## config.mk

```make
export PLATFORM = sky130hd
export DESIGN_NAME = jvtx_tx_ctrl
export DESIGN_NICKNAME = d
export VERILOG_FILES = /design/src/hw/jvtx_pkg.sv /design/src/hw/jvtx_crc_if.sv /design/src/hw/jvtx_crc8.sv /design/src/hw/jvtx_rsp_prio.sv /design/src/hw/jvtx_tx_ctrl.sv
export VERILOG_INCLUDE_DIRS = /design/src /design/src/hw
export SDC_FILE = /design/constraint.sdc
export NUM_CORES = 1
export LEC_CHECK = 0
export BUFFER_PORTS_ARGS = -buffer_cell sky130_fd_sc_hd__buf_2
export CAP_MARGIN = 20
export CORE_MARGIN = 2
export CORE_UTILIZATION = 46
export CTS_BUF_LIST = sky130_fd_sc_hd__clkbuf_16
export DETAILED_ROUTE_END_ITERATION = 7
export PLACE_DENSITY = 0.76
export SYNTH_ARGS = -nofsm -noshare
export SYNTH_HDL_FRONTEND = slang
export SYNTH_SLANG_ARGS = --single-unit
```

## constraint.sdc

```tcl
create_clock -name pclk -period 2.4 [get_ports pclk]
set_clock_uncertainty 0.2 [all_clocks]
set_input_delay 0.12 -clock pclk [delete_from_list [all_inputs] [get_ports pclk]]
set_output_delay 0.12 -clock pclk [all_outputs]
set_load 0.05 [all_outputs]
```

## src/hw/jvtx_map.svh

```systemverilog
// Register offsets, field positions, reset values and CRC constants for the
// J1850 VPW transmit and response control block.
// Assumes a 32-bit APB register bus and byte addresses on paddr.
//
// Overview of operation
// (RULE1) Fast receive select: receive only, never transmit
// (RULE2) Fast select clear: normal rate transmit and receive
// (RULE3) Normalization bit polarity from format bit and CRC
// (RULE4) End of data: current byte, CRC, EOD
// (RULE5) Held byte goes out before the CRC
// (RULE6) End of data request masks data empty flag
// (RULE7) Main message: clear request at first CRC bit
// (RULE8) Response: clear request on own EOD echo
// (RULE9) Response requests priority encoded internally
// (RULE10) Response request bits read back as written
// (RULE11) Software sets at most one response request; the bench writes 3'b011 and 3'b111 to exercise the priority encoder
// (RULE12) Responder sends normalization bit before its bytes
// (RULE13) One normalization bit; responders sync to it
// (RULE14) Lost identifier retried until own byte seen
// (RULE15) Frame layouts: main message and single byte
// (RULE16) Multi byte response: NB, data, CRC, EOD; a response without CRC is sent as NB, data, EOD
// (RULE17) Response request armed before valid EOD received
// (RULE18) Multi byte with CRC ends with CRC byte
// (RULE19) Multi byte without CRC never appends CRC
// (RULE20) No response request: send nothing after EOD
`ifndef JVTX_MAP_SVH
`define JVTX_MAP_SVH

// Register byte offsets
`define JVTX_CTRL_OFS     8'h00
`define JVTX_DATA_OFS     8'h04
`define JVTX_STAT_OFS     8'h08

// Control register fields
`define JVTX_C_FAST       0
`define JVTX_C_NORM_BIT_FORMAT_SELECT       1
`define JVTX_C_EOD        2
`define JVTX_C_RSP_LO     3
`define JVTX_C_RSP_HI     5

// Response request positions inside the three-bit field
`define JVTX_RSP_NOCRC    0
`define JVTX_RSP_MCRC     1
`define JVTX_RSP_SINGLE   2

// Reset values and last bit count
`define JVTX_RSP_RST      3'h0
`define JVTX_BYTE_RST     8'h00
`define JVTX_CNT_LAST     3'h7
`define JVTX_CNT_RST      3'h0

// J1850 CRC-8: polynomial, preset, final inversion
`define JVTX_CRC_POLY     8'h1d
`define JVTX_CRC_INIT     8'hff
`define JVTX_CRC_XOR      8'hff

`endif

```

## src/hw/jvtx_pkg.sv

```systemverilog
// Types shared by the J1850 VPW transmit and response control block.
// Assumes nothing beyond a SystemVerilog compiler.
package jvtx_pkg;

  // Symbols asked of the external symbol timer
  typedef enum logic [1:0] {
    JVTX_SYM_SOF = 2'h0,
    JVTX_SYM_BIT = 2'h1,
    JVTX_SYM_NB  = 2'h2,
    JVTX_SYM_EOD = 2'h3
  } jvtx_sym_type;

  // Transmit sequencer states, encodings in Gray code order as listed
  typedef enum logic [2:0] {
    JVTX_IDLE  = 3'h0,
    JVTX_SOF   = 3'h1,
    JVTX_LOAD  = 3'h3,
    JVTX_SHIFT = 3'h2,
    JVTX_CRCB  = 3'h6,
    JVTX_EODS  = 3'h7,
    JVTX_NB    = 3'h5,
    JVTX_RETRY = 3'h4
  } jvtx_state_type;

endpackage

```

## src/hw/jvtx_crc_if.sv

```systemverilog
// Carrier between the sequencer and its CRC unit.
// Assumes both ends sit on the same clock.
`timescale 1ns/1ps
`default_nettype none
interface jvtx_crc_if;
  logic       init;     // Preset the remainder
  logic       step;     // Shift one bit in
  logic       din;      // Bit being sent
  logic [7:0] crc_out;  // Inverted remainder, ready to send
  modport user (output init, output step, output din, input crc_out);
  modport unit (input init, input step, input din, output crc_out);
endinterface
`default_nettype wire

```

## src/hw/jvtx_crc8.sv

```systemverilog
// Bit-serial J1850 CRC-8 unit, one bit per step, MSB first.
// Assumes init and step never arrive in the same cycle.
`timescale 1ns/1ps
`default_nettype none
`include "jvtx_map.svh"
module jvtx_crc8
  import jvtx_pkg::*;
(
  input  wire logic pclk,
  input  wire logic presetn,
  jvtx_crc_if.unit  crc
);
  logic [7:0] rem_r;    // Running remainder
  logic [7:0] rem_nxt;  // Remainder after this cycle
  wire        fb = rem_r[7] ^ crc.din;  // Feedback bit

  // Next remainder: preset, shift or hold
  assign rem_nxt = crc.init ? `JVTX_CRC_INIT :
                   crc.step ? ({rem_r[6:0], 1'b0} ^ (fb ? `JVTX_CRC_POLY : 8'h00)) :
                   rem_r;
  assign crc.crc_out = rem_r ^ `JVTX_CRC_XOR;

  // Remainder register
  always_ff @(posedge pclk or negedge presetn) begin
    if (!presetn) rem_r <= `JVTX_CRC_INIT;
    else rem_r <= rem_nxt;
  end
endmodule // jvtx_crc8
`default_nettype wire

```

## src/hw/jvtx_rsp_prio.sv

```systemverilog
// Priority encoder for the three response request bits.
// Assumes raw bits ordered single, multi with CRC, multi without CRC.
`timescale 1ns/1ps
`default_nettype none
`include "jvtx_map.svh"
module jvtx_rsp_prio
  import jvtx_pkg::*;
(
  input  wire logic pclk,
  input  wire logic presetn,
  input  wire logic [2:0] rsp_raw,
  output logic      [2:0] rsp_eff
);
  // Highest set bit wins: single, then with CRC, then without
  assign rsp_eff = rsp_raw[`JVTX_RSP_SINGLE] ? 3'h4 :
                   rsp_raw[`JVTX_RSP_MCRC]   ? 3'h2 :
                   rsp_raw & 3'h1;  // see (RULE9)
endmodule // jvtx_rsp_prio
`default_nettype wire

```

## src/hw/jvtx_tx_ctrl.sv

```systemverilog
// J1850 VPW transmit and in-frame response control with APB registers.
// Assumes an external symbol timer that sends each requested symbol and
// pulses sym_ready when it is done, and a receiver that reports events.
`timescale 1ns/1ps
`default_nettype none
`include "jvtx_map.svh"
module jvtx_tx_ctrl
  import jvtx_pkg::*;
(
  input  wire logic         pclk,
  input  wire logic         presetn,
  input  wire logic         psel,
  input  wire logic         penable,
  input  wire logic         pwrite,
  input  wire logic [7:0]   paddr,
  input  wire logic [31:0]  pwdata,
  output logic      [31:0]  prdata,
  output logic              pready,
  output logic              pslverr,
  output logic              sym_valid,
  output jvtx_sym_type      sym_code,
  output logic              sym_bit,
  input  wire logic         sym_ready,
  input  wire logic         rx_eod_ok,
  input  wire logic         rx_nb_seen,
  input  wire logic         rx_byte_valid,
  input  wire logic [7:0]   rx_byte,
  input  wire logic         arb_lost,
  input  wire logic         bus_error,
  output logic              rate_fast,
  output logic              tx_data_empty_flag
);
  // Control state
  jvtx_state_type state_r, state_nxt;  // Sequencer
  logic       fast_r, fast_nxt;        // fast_receive_select
  logic       norm_bit_format_select_r, norm_bit_format_select_nxt;        // norm_bit_format_select
  logic       eod_r, eod_nxt;          // end_of_data_request
  logic [2:0] rsp_r, rsp_nxt;          // Response requests as written
  logic [2:0] rsp_eff;                 // Response requests after priority
  logic [7:0] hold_r, hold_nxt;        // Holding register
  logic       full_r, full_nxt;        // Holding register occupied
  logic [7:0] sh_r, sh_nxt;            // Shift register
  logic [7:0] id_r, id_nxt;            // Copy of the identifier for retries
  logic [2:0] cnt_r, cnt_nxt;          // Bit counter
  logic       ifr_r, ifr_nxt;          // Current transfer is a response
  logic       eod_clr, rsp_clr;        // Hardware clears

  jvtx_crc_if crc_if ();

  // Submodules
  jvtx_crc8 u_crc (.pclk(pclk), .presetn(presetn), .crc(crc_if.unit));
  jvtx_rsp_prio u_prio (.pclk(pclk), .presetn(presetn), .rsp_raw(rsp_r), .rsp_eff(rsp_eff));

  // APB decode; zero wait states
  wire acc     = psel & penable;
  wire wr_ctrl = acc & pwrite & (paddr == `JVTX_CTRL_OFS);
  wire wr_data = acc & pwrite & (paddr == `JVTX_DATA_OFS);
  wire mapped  = (paddr == `JVTX_CTRL_OFS) | (paddr == `JVTX_DATA_OFS) |
                 (paddr == `JVTX_STAT_OFS);
  assign pready  = 1'b1;
  assign pslverr = acc & ~mapped;

  // Response type decode
  wire single   = rsp_eff[`JVTX_RSP_SINGLE];
  wire mcrc     = rsp_eff[`JVTX_RSP_MCRC];
  wire rsp_any  = |rsp_eff;
  wire crc_need = ~ifr_r | mcrc;  // see (RULE18) (RULE19)
  // Single byte responses carry no CRC; format bit flips the polarity
  wire nb_val   = (mcrc ~^ norm_bit_format_select_r) ? 1'b0 : 1'b1;  // see (RULE3)

  // Symbol handshake and event decode
  wire take      = sym_valid & sym_ready;
  wire last_bit  = take & (cnt_r == `JVTX_CNT_LAST);
  wire busy      = (state_r != JVTX_IDLE);
  wire own_eod   = ifr_r & (state_r == JVTX_IDLE) & rx_eod_ok;

  // Outputs toward the symbol timer; nothing leaves in fast mode
  assign sym_valid = ~fast_r & ((state_r == JVTX_SOF) | (state_r == JVTX_NB) |  // see (RULE1)
                     (state_r == JVTX_SHIFT) | (state_r == JVTX_CRCB) |
                     (state_r == JVTX_EODS));
  assign sym_code  = (state_r == JVTX_SOF)  ? JVTX_SYM_SOF :
                     (state_r == JVTX_NB)   ? JVTX_SYM_NB  :
                     (state_r == JVTX_EODS) ? JVTX_SYM_EOD : JVTX_SYM_BIT;
  assign sym_bit   = (state_r == JVTX_NB) ? nb_val : sh_r[7];
  assign rate_fast = fast_r;  // see (RULE1) (RULE2)
  // Empty flag hidden once end of data is asked for
  assign tx_data_empty_flag = busy & ~full_r & ~eod_r;  // see (RULE6)

  // CRC unit control: preset when the SOF or NB symbol is taken
  assign crc_if.init = take & ((state_r == JVTX_SOF) | (state_r == JVTX_NB));
  assign crc_if.step = take & (state_r == JVTX_SHIFT);
  assign crc_if.din  = sh_r[7];

  // Read data
  always_comb begin
    prdata = 32'h0000_0000;
    if (acc & ~pwrite) begin
      if (paddr == `JVTX_CTRL_OFS)
        prdata[5:0] = {rsp_r, eod_r, norm_bit_format_select_r, fast_r};  // see (RULE10)
      else if (paddr == `JVTX_DATA_OFS)
        prdata[7:0] = hold_r;
      else if (paddr == `JVTX_STAT_OFS)
        prdata[6:0] = {state_r, ifr_r, full_r, busy, tx_data_empty_flag};
    end
  end

  // Sequencer next state and datapath
  always_comb begin
    state_nxt = state_r;
    sh_nxt    = sh_r;
    id_nxt    = id_r;
    cnt_nxt   = cnt_r;
    ifr_nxt   = ifr_r;
    eod_clr   = 1'b0;
    rsp_clr   = 1'b0;
    full_nxt  = full_r;
    unique case (state_r)
      JVTX_IDLE: begin
        if (own_eod) begin
          // Own response EOD echoed back: response complete
          eod_clr = 1'b1;  // see (RULE8)
          rsp_clr = 1'b1;
          ifr_nxt = 1'b0;
        end else if (~fast_r & rsp_any & rx_eod_ok) begin
          // Armed response starts after a good EOD
          state_nxt = JVTX_NB;  // see (RULE12) (RULE17)
          ifr_nxt   = 1'b1;
        end else if (~fast_r & full_r & ~rx_eod_ok) begin
          // Main message starts; no request means silence  see (RULE20)
          state_nxt = JVTX_SOF;  // see (RULE15)
          ifr_nxt   = 1'b0;
        end
      end
      JVTX_SOF: begin
        if (take) state_nxt = JVTX_LOAD;
      end
      JVTX_NB: begin
        // Another node's NB stands for ours  see (RULE13)
        if (take | rx_nb_seen) state_nxt = JVTX_LOAD;
      end
      JVTX_LOAD: begin
        cnt_nxt = `JVTX_CNT_RST;
        if (full_r) begin
          // Held byte always precedes the CRC  see (RULE5)
          sh_nxt    = hold_r;
          id_nxt    = hold_r;
          full_nxt  = 1'b0;
          state_nxt = JVTX_SHIFT;
        end else if (eod_r & crc_need) begin
          sh_nxt    = crc_if.crc_out;  // see (RULE4) (RULE18)
          state_nxt = JVTX_CRCB;
          eod_clr   = ~ifr_r;  // see (RULE7)
        end else if (eod_r) begin
          state_nxt = JVTX_EODS;  // see (RULE19)
        end else if (ifr_r) begin
          // Response underrun ends the response
          rsp_clr   = 1'b1;
          ifr_nxt   = 1'b0;
          state_nxt = JVTX_IDLE;
        end
      end
      JVTX_SHIFT, JVTX_CRCB: begin
        if (take) begin
          sh_nxt  = {sh_r[6:0], 1'b0};
          cnt_nxt = cnt_r + 3'h1;
        end
        if (last_bit && state_r == JVTX_CRCB) begin
          state_nxt = JVTX_EODS;
        end else if (last_bit && ifr_r && single) begin
          // Single byte response done: no EOD  see (RULE15)
          rsp_clr   = 1'b1;
          ifr_nxt   = 1'b0;
          state_nxt = JVTX_IDLE;
        end else if (last_bit) begin
          state_nxt = JVTX_LOAD;
        end
      end
      JVTX_EODS: begin
        if (take) state_nxt = JVTX_IDLE;  // see (RULE16)
      end
      JVTX_RETRY: begin
        if (rx_byte_valid && rx_byte == id_r) begin
          // Own identifier seen in the stream
          rsp_clr   = 1'b1;
          ifr_nxt   = 1'b0;
          state_nxt = JVTX_IDLE;
        end else if (rx_byte_valid) begin
          sh_nxt    = id_r;  // see (RULE14)
          cnt_nxt   = `JVTX_CNT_RST;
          state_nxt = JVTX_SHIFT;
        end
      end
    endcase
    // Arbitration loss: single byte retries, others give up
    if (arb_lost & busy & ~bus_error) begin
      if (ifr_r & single) begin
        state_nxt = JVTX_RETRY;  // see (RULE14)
      end else begin
        rsp_clr   = ifr_r;
        ifr_nxt   = 1'b0;
        state_nxt = JVTX_IDLE;
      end
    end
    // Bus error aborts the transfer and clears both requests
    if (bus_error) begin
      eod_clr   = 1'b1;  // see (RULE7) (RULE8)
      rsp_clr   = 1'b1;
      ifr_nxt   = 1'b0;
      state_nxt = JVTX_IDLE;
    end
    // Software write to the holding register wins over the load
    if (wr_data) full_nxt = 1'b1;
  end

  // Register writes; a software set wins over a hardware clear
  assign fast_nxt = wr_ctrl ? pwdata[`JVTX_C_FAST] : fast_r;
  assign norm_bit_format_select_nxt = wr_ctrl ? pwdata[`JVTX_C_NORM_BIT_FORMAT_SELECT] : norm_bit_format_select_r;
  assign eod_nxt  = (wr_ctrl & pwdata[`JVTX_C_EOD]) | (eod_r & ~eod_clr & ~wr_ctrl);
  assign rsp_nxt  = wr_ctrl ? pwdata[`JVTX_C_RSP_HI:`JVTX_C_RSP_LO] :
                    (rsp_clr ? `JVTX_RSP_RST : rsp_r);  // see (RULE10)
  assign hold_nxt = wr_data ? pwdata[7:0] : hold_r;

  // Control registers
  always_ff @(posedge pclk or negedge presetn) begin
    if (!presetn) begin
      fast_r <= 1'b0;
      norm_bit_format_select_r <= 1'b0;
      eod_r  <= 1'b0;
      rsp_r  <= `JVTX_RSP_RST;
      hold_r <= `JVTX_BYTE_RST;
      full_r <= 1'b0;
    end else begin
      fast_r <= fast_nxt;
      norm_bit_format_select_r <= norm_bit_format_select_nxt;
      eod_r  <= eod_nxt;
      rsp_r  <= rsp_nxt;
      hold_r <= hold_nxt;
      full_r <= full_nxt;
    end
  end

  // Sequencer registers
  always_ff @(posedge pclk or negedge presetn) begin
    if (!presetn) begin
      state_r <= JVTX_IDLE;
      sh_r    <= `JVTX_BYTE_RST;
      id_r    <= `JVTX_BYTE_RST;
      cnt_r   <= `JVTX_CNT_RST;
      ifr_r   <= 1'b0;
    end else begin
      state_r <= state_nxt;
      sh_r    <= sh_nxt;
      id_r    <= id_nxt;
      cnt_r   <= cnt_nxt;
      ifr_r   <= ifr_nxt;
    end
  end
endmodule // jvtx_tx_ctrl
`default_nettype wire

```

# [Yosys cells after proc, flatten, opt, wreduce, memory -nomap -nowiden]
# Cells that the tools add are included.
# Widths: inputs -> output; s select.
[word_totals] ff_bits=46 in_bits=59 wordCells=180
[classes] n_addsub=1 n_eq_ne=23 n_mux=78 bitwise=49 reduce_logical=17
[op_table] operator="$mux 3" count=24
[op_table] operator="$mux 8" count=8
[op_table] operator="$mux 1" count=31
[op_table] operator="$and 1x1->1" count=26
[op_table] operator="$pmux 8 s3" count=1
[op_table] operator="$pmux 3 s7" count=1
[op_table] operator="$eq 3x3->1 const B" count=5
[op_table] operator="$mux 7" count=2
[op_table] operator="$ne 4x3->1 const B" count=3
[op_table] operator="$mux 2" count=5
[op_table] operator="$not 1->1" count=10
[op_table] operator="$or 1x1->1" count=9
[op_table] operator="$pmux 3 s3" count=1
[op_table] operator="$eq 8x3->1 const B" count=1
[op_table] operator="$eq 8x4->1 const B" count=1
[op_table] operator="$eq 8x8->1" count=1
[op_table] operator="$logic_not 8->1" count=1
[op_table] operator="$not 8->8" count=1
[op_table] operator="$pmux 1 s4" count=2
[op_table] operator="$reduce_and 8->1" count=1
[op_table] operator="$xor 8x8->8" count=1
[op_table] operator="$ne 7x7->1 const B" count=1
[op_table] operator="$eq 3x2->1 const B" count=2
[op_table] operator="$mux 6" count=1
[op_table] operator="21 further kinds" count=29

# [Logic depth before layout (Yosys ltp)]
# Gate-level depths: netlist of the first run.
[logic_depth] depth_word=18 depth_mapped=8 depth_no_buf=7

# [Modules after synthesis]
# A second synthesis of the first run with hierarchy kept.
[unflattened] cells_unflattened=334 area_unflattened_um2=3220.6
[by_module_without_submodules] mod="jvtx_tx_ctrl" instances=1 cells_per_inst=292 area_each_um2=2750.1
[by_module_without_submodules] mod="jvtx_crc8" instances=1 cells_per_inst=39 area_each_um2=444.2
[by_module_without_submodules] mod="jvtx_rsp_prio" instances=1 cells_per_inst=3 area_each_um2=26.3

# [Least setup slack after synthesis of the first run]
# Ideal clock, no wire load.
[synth_timing] path_type="register to output" startpoint="reg state_r[0]" endpoint="out sym_bit" arrival_time_ps=2028 required_time_ps=2080 path_slack_ps=52 path_stages_with_launch=7 n_path_buf=3 path_cell_list="dfrtp_1 clkbuf_1 clkbuf_1 nor2b_1 buf_2 a21oi_1 a31oi_1"
[synth_between] elab_chain_cells=2
[synth_lines] element="from (decl)" line="jvtx_tx_ctrl.sv:34" rtl="jvtx_state_type state_r, state_nxt;"
[synth_lines] element="from (signal assigned)" line="jvtx_tx_ctrl.sv:251" rtl="state_r <= state_nxt;"
[synth_lines] element="$eq 3x3->1" line="jvtx_tx_ctrl.sv:84" rtl="assign sym_bit = (state_r == JVTX_NB) ? nb_val : sh_r[7];"
[synth_lines] element="$mux 1" line="jvtx_tx_ctrl.sv:84"
[synth_lines] element="to (decl)" line="jvtx_tx_ctrl.sv:22" rtl="output logic sym_bit,"
# No other way between the ends.

# [Worst setup path after layout of the first run]
[layout_timing] startpoint="reg id_r[1]" endpoint="reg sh_r[2]"
[layout_between] elab_chain_cells=4
[layout_lines] element="from (decl)" line="jvtx_tx_ctrl.sv:43" rtl="logic [7:0] id_r, id_nxt;"
[layout_lines] element="from (signal assigned)" line="jvtx_tx_ctrl.sv:247" rtl="id_r <= `JVTX_BYTE_RST;"
[layout_lines] element="from (signal assigned)" line="jvtx_tx_ctrl.sv:253" rtl="id_r <= id_nxt;"
[layout_lines] element="$eq 8x8->1" line="jvtx_tx_ctrl.sv:182" rtl="if (rx_byte_valid && rx_byte == id_r) begin"
[layout_lines] element="$logic_and 1x1->1" line="jvtx_tx_ctrl.sv:182"
[layout_lines] element="$ne 2x2->1 (no source line)"
[layout_lines] element="$reduce_and 5->1 (no source line)"
[layout_lines] element="to (signal assigned)" line="jvtx_tx_ctrl.sv:246" rtl="sh_r <= `JVTX_BYTE_RST;"
[layout_lines] element="to (signal assigned)" line="jvtx_tx_ctrl.sv:252" rtl="sh_r <= sh_nxt;"
[layout_lines] element="to (decl)" line="jvtx_tx_ctrl.sv:42" rtl="logic [7:0] sh_r, sh_nxt;"
# No other way between the ends.
# A chain may end at the register's enable or synchronous reset.

==> impl_metrics.py, run 1 <==
metrics = {
    "yosys": {
        "synth_top_area_share_pct": 30.91,
        "syn_avg_cell_area_um2": 9.076,
        "syn_area_mm2": 0.003077,
        "yosysWarnings": 0,
        "synth-seq-cells": 46,
        "synth_flop_cell": "dfrtp_1",
        "synth_area_leader_cell": "dfrtp_1",
        "synth_seq_area_share_pct": 37.74,
        "synthCells": 339,
        "ys_types": 54,
        "synthArstFlopShare_pct": 100.0,
        "ys_top_cells_by_area": "dfrtp_1, mux2_2, dfstp_2",
        "synth_edf_count": 0,
    },
    "drt": {
        "drc_errors": 4,
        "ant_nets": 0,
        "vias": 2681,
        "routed_wl_um": 7729,
        "avgViaCountPerCell": 5.597,
        "wl_per_cell_um": 16.14,
        "dr.pass1.iters": 7,
        "drtIter0Drc": 194,
    },
    "place": {
        "hpwlAfterDp_um": 5751,
        "place.gp.congestion": 0.8979,
        "io_buffers": 49,
    },
    "timing": {
        "worst_slew_pin_slew_ns": 0.8674,
        "tns_ns": 0,
        "rsz0062_at_grt": "no",
        "drv_slew": 0,
        "period_minus_slack_ns": 2.351,
        "whs_ns": 0.01928,
        "setup_viol": 0,
        "max_freq_mhz": 425.3,
        "slew_headroom_pct": 41.79,
        "hold_viol": 0,
        "finalCritPeriodShare_pct": 97.97,
    },
    "cts": {
        "clock_latency_ns": 0.28,
        "clock_path_buffers": 2,
        "root_buffer": "clkbuf_16",
        "htreeDepth": 2,
        "clock_sinks": 46,
        "tritoncts": "done",
        "clkTransAtPathRegs_ns": 0.06,
        "numCtsBuffers": 5,
    },
    "worst_setup_path": {
        "crit_chain": "nor2b_1 -> a2111o_1 -> or4_4 -> o211a_2 -> mux2_4",
        "worstPathArrival_ns": 2.32,
        "required_ns": 2.37,
        "reg2reg_from": "id_r[1]",
        "cp_max_fo": 8,
        "critPathKind": "reg -> reg",
        "start_kind": "flop",
        "critPathMaxStageDelay_ns": 0.45,
        "r2r-end": "sh_r[2]",
        "r2r_setup_slack_ns": 0.05,
        "r2r_cells": 5,
        "slowest_stage": "or4_4",
        "endpoint_kind": "flop",
    },
    "power": {
        "clockPowerShare_pct": 19.9,
        "comb_power_share_pct": 45.2,
        "power_uw": 3305,
        "p_leak_uw": 0.001732,
        "peakVddDrop_mv": 0.4986,
        "p_sw_share_pct": 40.40,
        "p_switching_uw": 1335,
        "seq_power_share_pct": 34.9,
        "intPower_uw": 1970,
        "p_per_area_mw_per_mm2": 912.7,
    },
    "die": {
        "start_util_pct": 47.91,
        "top_level_ports": 99,
        "die_h_um": 85.79,
        "die_w_um": 85.79,
        "die-area_mm2": 0.007359,
        "coreArea_mm2": 0.006422,
        "core.rowCount": 29,
    },
    "layout": {
        "syn2layout_area_growth_pct": 17.69,
        "fin_nets": 462,
        "fillers": 566,
        "drive_above_1_share_pct": 27.36,
        "insertedDiodeCount": 0,
        "layout_commonest_cell": "buf_2",
        "final_cell_mix": "buf_2, nor2_1, dfrtp_1",
    },
    "global_route": {
        "grt_pass1_vias": 2637,
        "grt_pass1_wl_um": 12760,
        "antenna_found_initial": 0,
        "overflow": 0,
        "grt_max_degree": 47,
        "grt.total_usage_pct": 21.66,
    },
    "run_status": {
        "violations": "DRC",
        "status": "finished, violations left",
    },
    "min_path": {
        "hold_class": "in -> reg",
        "hold_path.startpoint": "rx_eod_ok",
        "hold_path_depth": 3,
        "hold_end": "ifr_r",
    },
    "flow_run": {
        "max_cap_violations": 0,
    },
}
[cells by family after synthesis]
logic type                 Yosys count  share of synthesized area (%)
and+or+nand+nor                    107                          16.88
AOI/OAI and AO/OA                   80                          16.96
buffers and inverters               53                          9.801
DFF                                 46                          37.74
muxes                               40                          15.01
xor gates and xnor gates             9                          2.562
adders and majority gates            2                         0.8132
other                                2                         0.2441
[area by class of cell]
cell class / count / area, µm² / area share, %
repair buffers: 78 / 493.0 / 13.61
multi-input cells: 263 / 1707 / 47.13
flip-flops and latches: 46 / 1162 / 32.10
inverters: 7 / 26.28 / 0.7256
well taps: 77 / 96.34 / 2.661
clock buffers: 5 / 125.1 / 3.455
clock inverters: 3 / 11.26 / 0.3110
[critical path: cells and delay by family (launching register included)]
family | cells | cell delay, ns
flip-flops | 1 | 0.38
AND/OR/NAND/NOR | 2 | 0.58
multiplexers | 1 | 0.33
AO/OA/AOI/OAI | 2 | 0.75
[power by group through the flow]
stage | registers, µW | clock network (µW) | logic, µW
2_1_floorplan | 1080 | 0 | 1160
3_3_place_gp | 1150 | 0 | 1420
3_5_place_dp | 1160 | 0 | 1450
4_1_cts | 1150 | 666 | 1480
5_1_grt | 1180 | 689 | 1640
6_report | 1150 | 657 | 1490
[worst max path at each step]
| stage | start | to |
|---|---|---|
| 2_1_floorplan | state_r[0] | sym_bit |
| 3_3_place_gp | id_r[1] | sh_r[5] |
| 3_5_place_dp | id_r[1] | sh_r[2] |
| 4_1_cts | id_r[1] | sh_r[2] |
| 5_1_grt | id_r[1] | sh_r[2] |
| 6_report | id_r[1] | sh_r[2] |
[through the flow]
step	util [%]	std cells	worst slack [ns]	instance area [µm²]
final	56.38	479	0.04863	3621
after global routing	56.38	479	0.006319	3621
after CTS	56.24	479	0.04557	3612
after detailed placement	52.39	460	-0.006278	3364
after global placement	52.39	460	0.02746	3364
after floorplan	-	362	0.05164	3163
[cells in the mapped netlist (all sizes together) (2+ instances only)]
master / number
dfrtp: 38
nor2: 38
mux2: 28
buf: 27
a21oi: 25
nand2: 25
clkbuf: 19
o21ai: 14
nor2b: 13
mux2i: 12
a22oi: 8
dfstp: 8
xnor2: 8
inv: 7
o22ai: 7
nand2b: 6
nand3: 5
a31oi: 4
nor3: 4
or3: 4
a221oi: 3
o211a: 3
a211o: 2
and2: 2
conb: 2
ha: 2
o21a: 2
o221ai: 2
o32a: 2
or4: 2
[flip-flops by register name, summed over array words and instances (netlist names)]
register	cells
sh_r	8
eod_r	1
state_r	3
full_r	1
id_r	8
hold_r	8
cnt_r	3
norm_bit_format_select_r	1
rate_fast	1
u_crc.rem_r	8
rsp_r	3
ifr_r	1
[metal layers]
layer  global-route usage [%]  share of wire (%)  up-vias
met4                    3.463               0.39        0
li1                         -                  -     1276
met3                    4.524                6.7        5
met5                        0                  0        -
met1                    28.67                 42     1290
met2                    37.36                 51      110
[repair_timing]
action                                  in CTS  in global routing
endpoints found under the setup margin       8                  2
hold buffers                                11                  0
pin swaps                                    0                  0
endpoints found under the hold margin       55                  0
gates resized for setup                      2                  3
buffers inserted                             0                  0
(Power assumes the default switching activity.)
==> run 2: changes to the inputs <==
==> constraint.sdc (replaced) <==
create_clock -name pclk -period 2.4 [get_ports pclk]
set_clock_uncertainty 0.2 [all_clocks]
set_input_delay 0.48 -clock pclk [delete_from_list [all_inputs] [get_ports pclk]]
set_output_delay 0.48 -clock pclk [all_outputs]
set_load 0.05 [all_outputs]
==> run 2 against run 1 <==
  * Combinational power grew 7%
  * Critical path depth rose by 2
  * Register-to-register slack better by 0.03 ns
  * Total power is 3.5% higher
  * Utilization rose by 3.0 points
  * Die area is the same
  * Sequential cell count is the same
  * Setup slack worse by 0.074 ns
  * Largest power group unchanged
  * Sequential share of layout area shrank 1.6 points
  * Non-clock buffer count down 3
  * The flow finishes with violations (DRC, hold timing, setup timing)
==> impl_metrics.py, run 2 (synthesized netlist as in run 1, its figures left out) <==
metrics = {
    "drt": {
        "dr.pass1.iters": 7,
        "drtIter0Drc": 189,
        "vias": 2701,
        "drc_errors": 10,
        "ant_nets": 0,
        "wl_per_cell_um": 16.38,
        "avgViaCountPerCell": 5.674,
        "routed_wl_um": 7796,
    },
    "cts": {
        "clock_sinks": 46,
        "clkTransAtPathRegs_ns": 0.07,
        "root_buffer": "clkbuf_16",
        "numCtsBuffers": 5,
        "cts_setup_buffers": 0,
        "clock_path_buffers": 2,
        "tritoncts": "done",
        "htreeDepth": 2,
        "clock_latency_ns": 0.29,
    },
    "timing": {
        "whs_ns": -0.01581,
        "worst_slew_pin_slew_ns": 0.9259,
        "fin_ws_ns": -0.02558,
        "max_freq_mhz": 412.3,
        "drv_slew": 0,
        "period_minus_slack_ns": 2.426,
        "hold_viol": 23,
        "slew_headroom_pct": 37.86,
        "setup_viol": 3,
        "rsz0062_at_grt": "yes",
        "finalCritPeriodShare_pct": 101.1,
    },
    "place": {
        "place.gp.congestion": 0.9179,
        "place_inst": 468,
        "place_worst_setup_slack_ns": -0.1598,
        "io_buffers": 49,
        "hpwlAfterDp_um": 5606,
    },
    "run_status": {
        "violations": "DRC, hold timing, setup timing",
        "status": "finished, violations left",
    },
    "global_route": {
        "grt.total_usage_pct": 21.82,
        "grt_pass1_wl_um": 12590,
        "overflow": 0,
        "use_met1_pct": 29.14,
        "antenna_found_initial": 0,
        "grt_pass1_vias": 2572,
        "grt_util_met3_pct": 3.657,
        "top_usage_layer": "met2",
        "grt_max_degree": 26,
        "use_met2_pct": 36.15,
    },
    "layout": {
        "layout_commonest_cell": "dfrtp_1",
        "instances_no_fill": 476,
        "fin_nets": 459,
        "final_cell_mix": "dfrtp_1, buf_2, nor2_1",
        "insertedDiodeCount": 0,
        "final_util_pct": 59.40,
        "syn2layout_area_growth_pct": 23.99,
        "drive_above_1_share_pct": 34.34,
    },
    "die": {
        "die_h_um": 85.79,
        "die-area_mm2": 0.007359,
        "start_util_pct": 47.91,
        "die_w_um": 85.79,
        "core.rowCount": 29,
        "coreArea_mm2": 0.006422,
        "top_level_ports": 99,
    },
    "worst_setup_path": {
        "r2r_setup_slack_ns": 0.08,
        "cp_max_fo": 5,
        "required_ns": 1.72,
        "reg2reg_from": "id_r[1]",
        "endpoint_kind": "primary output",
        "critPathKind": "in -> out",
        "cpMostUsedCell": "buf_8",
        "start_kind": "input pin",
        "slowest_stage": "or3_4",
        "startpoint": "paddr[7]",
        "worstPathBufferInverterCount": 3,
        "crit_chain": "buf_6 -> nor4_4 -> nand2_1 -> or3_4 -> buf_8 -> nor2_4 -> buf_8",
        "cpLargestDelayFamily": "simple AND/OR/NAND/NOR gates",
        "worstPathArrival_ns": 1.75,
        "critPathMaxStageDelay_ns": 0.39,
    },
    "power": {
        "power_uw": 3420,
        "peakVddDrop_mv": 0.7681,
        "p_per_area_mw_per_mm2": 896.5,
        "p_leak_uw": 0.001764,
    },
    "min_path": {
        "hold_class": "in -> async",
    },
    "flow_run": {
        "max_cap_violations": 0,
    },
}
## run 2: cell count changes in the layout (fill, tap and decap cells not counted), moves of 2 or more
cell | previous run | this run
buf_4 | 19 | 23
nor3_1 | 4 | 1
a31oi_1 | 4 | 2
buf_2 | 48 | 36
dlygate4sd3_1 | 11 | 0
buf_6 | 0 | 12
nor3_2 | 0 | 3
clkinv_1 | 3 | 0
buf_8 | 0 | 3
nor2_1 | 38 | 30
nor2_4 | 0 | 8
## run 2: area by class of cell
| type | count | area (µm²) |
|---|---|---|
| fill | 559 | 2608 |
| multi-input combinational | 263 | 1831 |
| sequential | 46 | 1162 |
| timing repair buffer | 75 | 553.0 |
| clock buffer | 5 | 125.1 |
| tap | 77 | 96.34 |
| inverter | 7 | 26.28 |
| clock inverter | 3 | 21.27 |
## run 2: worst paths after layout
kind / to / cells past startpoint
setup / recovery: prdata[4] / 7
hold / removal: id_r[6] / 1
setup reg to reg: sh_r[2] / 5
hold reg to reg: u_crc.rem_r[6] / 2
max in group asynchronous: u_crc.rem_r[3] / 2
min in group pclk: hold_r[7] / 2
## run 2: stage by stage
| step | area (µm²) | setup TNS (ns) |
|---|---|---|
| 2_1_floorplan | 3243 | -0.05200 |
| 3_3_place_gp | 3513 | -1.468 |
| 3_5_place_dp | 3513 | -1.907 |
| 4_1_cts | 3750 | -0.05647 |
| 5_1_grt | 3815 | -0.4103 |
| 6_report | 3815 | -0.05374 |
## run 2: layer usage
| metal | share of wire [%] | vias to the layer above |
|---|---|---|
| met5 | 0 | - |
| met4 | 1.3 | 0 |
| met3 | 5.8 | 11 |
| met2 | 50 | 114 |
| met1 | 43 | 1307 |
| li1 | - | 1269 |
## run 2: power by group
group          switching, µW  internal, µW
Clock                    300           386
Combinational            930           660
Sequential               158           987
## run 2: repair_timing
item                                   CTS  global route
hold buffers                             0             0
setup endpoints to repair               11            20
gates resized for setup                 26            16
endpoints found under the hold margin    0             0
pin swaps                                1             2
==> run 3: changes to the inputs <==
--- a/config.mk
+++ b/config.mk
@@ -10,7 +10,6 @@
 export CAP_MARGIN = 20
 export CORE_MARGIN = 2
 export CORE_UTILIZATION = 46
-export CTS_BUF_LIST = sky130_fd_sc_hd__clkbuf_16
 export DETAILED_ROUTE_END_ITERATION = 7
 export PLACE_DENSITY = 0.76
 export SYNTH_ARGS = -nofsm -noshare
==> run 3 against run 2 <==
  * The run ends with DRC, setup timing left
  * Critical path type unchanged
  * Setup slack better by 0.020 ns
  * Largest power group unchanged
  * Worst hold slack better by 0.21 ns
  * Final area down 0.82%
  * Register-to-register slack about the same
  * Sequential power about the same
==> impl_metrics.py, run 3 (synthesized netlist as in run 1, its figures left out) <==
metrics = {
    "cts": {
        "root_buffer": "clkbuf_8",
        "tritoncts": "done",
        "clock_latency_ns": 0.32,
        "clock_path_buffers": 2,
        "htreeDepth": 2,
        "clock_sinks": 46,
        "clkTransAtPathRegs_ns": 0.09,
        "numCtsBuffers": 5,
    },
    "worst_setup_path": {
        "cpMostUsedCell": "buf_8",
        "critPathMaxStageDelay_ns": 0.39,
        "r2r_setup_slack_ns": 0.07,
        "crit_chain": "buf_6 -> nor4_4 -> nand2_1 -> or3_4 -> buf_8 -> nor2_4 -> buf_8",
        "endpoint_kind": "primary output",
        "start_kind": "input pin",
        "r2r-end": "sh_r[0]",
        "critPathKind": "in -> out",
        "slowest_stage": "or3_4",
        "cp_max_fo": 5,
        "required_ns": 1.72,
        "worstPathArrival_ns": 1.73,
        "r2r_cells": 5,
        "reg2reg_from": "id_r[1]",
    },
    "power": {
        "clockPowerShare_pct": 15.2,
        "intPower_uw": 1868,
        "comb_power_share_pct": 49.6,
        "p_switching_uw": 1381,
        "p_per_area_mw_per_mm2": 858.8,
        "p_sw_share_pct": 42.50,
        "peakVddDrop_mv": 0.6103,
        "p_leak_uw": 0.001749,
        "seq_power_share_pct": 35.1,
    },
    "timing": {
        "drv_slew": 0,
        "period_minus_slack_ns": 2.405,
        "tns_ns": -0.005091,
        "worst_slew_pin_slew_ns": 0.9371,
        "hold_viol": 0,
        "setup_viol": 1,
        "fin_ws_ns": -0.005091,
        "slew_headroom_pct": 37.11,
        "max_freq_mhz": 415.8,
        "rsz0062_at_grt": "yes",
        "finalCritPeriodShare_pct": 100.2,
    },
    "min_path": {
        "hold_end": "hold_r[7]",
        "hold_path.startpoint": "pwdata[7]",
        "hold_path_depth": 2,
        "hold_class": "in -> reg",
    },
    "place": {
        "hpwlAfterDp_um": 5606,
        "io_buffers": 49,
        "placed_cell_area_mm2": 0.003513,
        "place.gp.congestion": 0.9179,
    },
    "run_status": {
        "violations": "DRC, setup timing",
        "status": "finished, violations left",
    },
    "layout": {
        "fin_nets": 461,
        "final_cell_area_mm2": 0.003784,
        "multi_input_area_mm2": 0.001834,
        "final_cell_mix": "dfrtp_1, buf_2, nor2_1, nand2_1, conb_1",
        "fillers": 565,
        "drive_above_1_share_pct": 34.66,
        "regArea_mm2": 0.001162,
        "layout_commonest_cell": "dfrtp_1",
        "syn2layout_area_growth_pct": 22.98,
        "insertedDiodeCount": 0,
    },
    "global_route": {
        "grt_pass1_vias": 2608,
        "grt.total_usage_pct": 21.64,
        "overflow": 0,
        "grt_pass1_wl_um": 12560,
        "grt_max_degree": 26,
        "antenna_found_initial": 0,
    },
    "drt": {
        "drtIter0Drc": 181,
        "routed_wl_um": 7704,
        "avgViaCountPerCell": 5.617,
        "drc_errors": 10,
        "dr.pass1.iters": 8,
        "vias": 2685,
        "ant_nets": 0,
        "wl_per_cell_um": 16.12,
    },
    "die": {
        "die_w_um": 85.79,
        "die_h_um": 85.79,
        "top_level_ports": 99,
        "start_util_pct": 47.91,
        "die-area_mm2": 0.007359,
        "core.rowCount": 29,
        "coreArea_mm2": 0.006422,
    },
    "flow_run": {
        "max_cap_violations": 0,
    },
}
## run 3: cell types whose count changed in the layout (fill, tap and decap cells not counted)
cell	previous run	this run
a21oi_1	25	24
a21oi_2	0	1
buf_4	23	22
buf_6	12	15
buf_8	3	2
clkbuf_16	5	0
clkbuf_8	0	5
dlygate4sd3_1	0	1
## run 3: area by class of cell
| type | count | area share (%) |
|---|---|---|
| clock buffer | 5 | 1.819 |
| clock inverter | 3 | 0.5622 |
| inverter | 7 | 0.6944 |
| multi-input combinational | 263 | 48.48 |
| sequential | 46 | 30.72 |
| tap | 77 | 2.546 |
| timing repair buffer | 77 | 15.18 |
## run 3: how the worst max path moves through the flow
stage | slack [ns] | to | from
floorplan | -0.05 | sym_bit | state_r[0]
global placement | -0.11 | prdata[4] | paddr[7]
detailed placement | -0.16 | prdata[1] | paddr[7]
CTS | -0.02 | prdata[1] | paddr[7]
global route | -0.06 | prdata[1] | paddr[7]
finish | -0.005 | prdata[1] | paddr[7]
## run 3: power by group through the flow
| stage | clock, µW | combinational [µW] | sequential [µW] |
|---|---|---|---|
| finish | 495 | 1610 | 1140 |
| global route | 530 | 1760 | 1170 |
| CTS | 503 | 1530 | 1140 |
| detailed placement | 0 | 1500 | 1150 |
| global placement | 0 | 1480 | 1140 |
| floorplan | 0 | 1190 | 1080 |
## run 3: what timing repair did
| action | in CTS | in global routing |
|---|---|---|
| hold buffers | 1 | 0 |
| setup buffers | 0 | 1 |
| endpoints found under the hold margin | 23 | 0 |
| setup endpoints to repair | 11 | 20 |
| pin swaps | 1 | 1 |
| resized for setup | 31 | 12 |
## run 3: stage by stage
step | hold WS [ns] | worst slack [ns] | instances | util, % | total power, µW
final | 0.1960 | -0.005091 | 478 | 58.91 | 3249
after global routing | 0.2004 | -0.05891 | 478 | 58.91 | 3462
after CTS | 0.1947 | -0.01633 | 477 | 58.06 | 3176
after detailed placement | 0.2682 | -0.1598 | 468 | 54.70 | 2645
after global placement | 0.2604 | -0.1073 | 468 | 54.70 | 2621
after floorplan | -0.01559 | -0.05200 | 362 | - | 2264
## run 3: critical path: cells and delay by family
kind | cells | cell delay [ns]
and+or+nand+nor | 4 | 0.83
buffers and inverters | 3 | 0.41
## run 3: metal layers
layer / vias up / part of all wire (%) / routed length (µm) / global-route usage [%]
met5: - / 0 / 0 / 0
met4: 0 / 1.4 / 106 / 7.504
met3: 13 / 5.3 / 408 / 4.139
met2: 85 / 48 / 3707 / 34.73
met1: 1313 / 45 / 3481 / 29.39
li1: 1274 / - / - / -
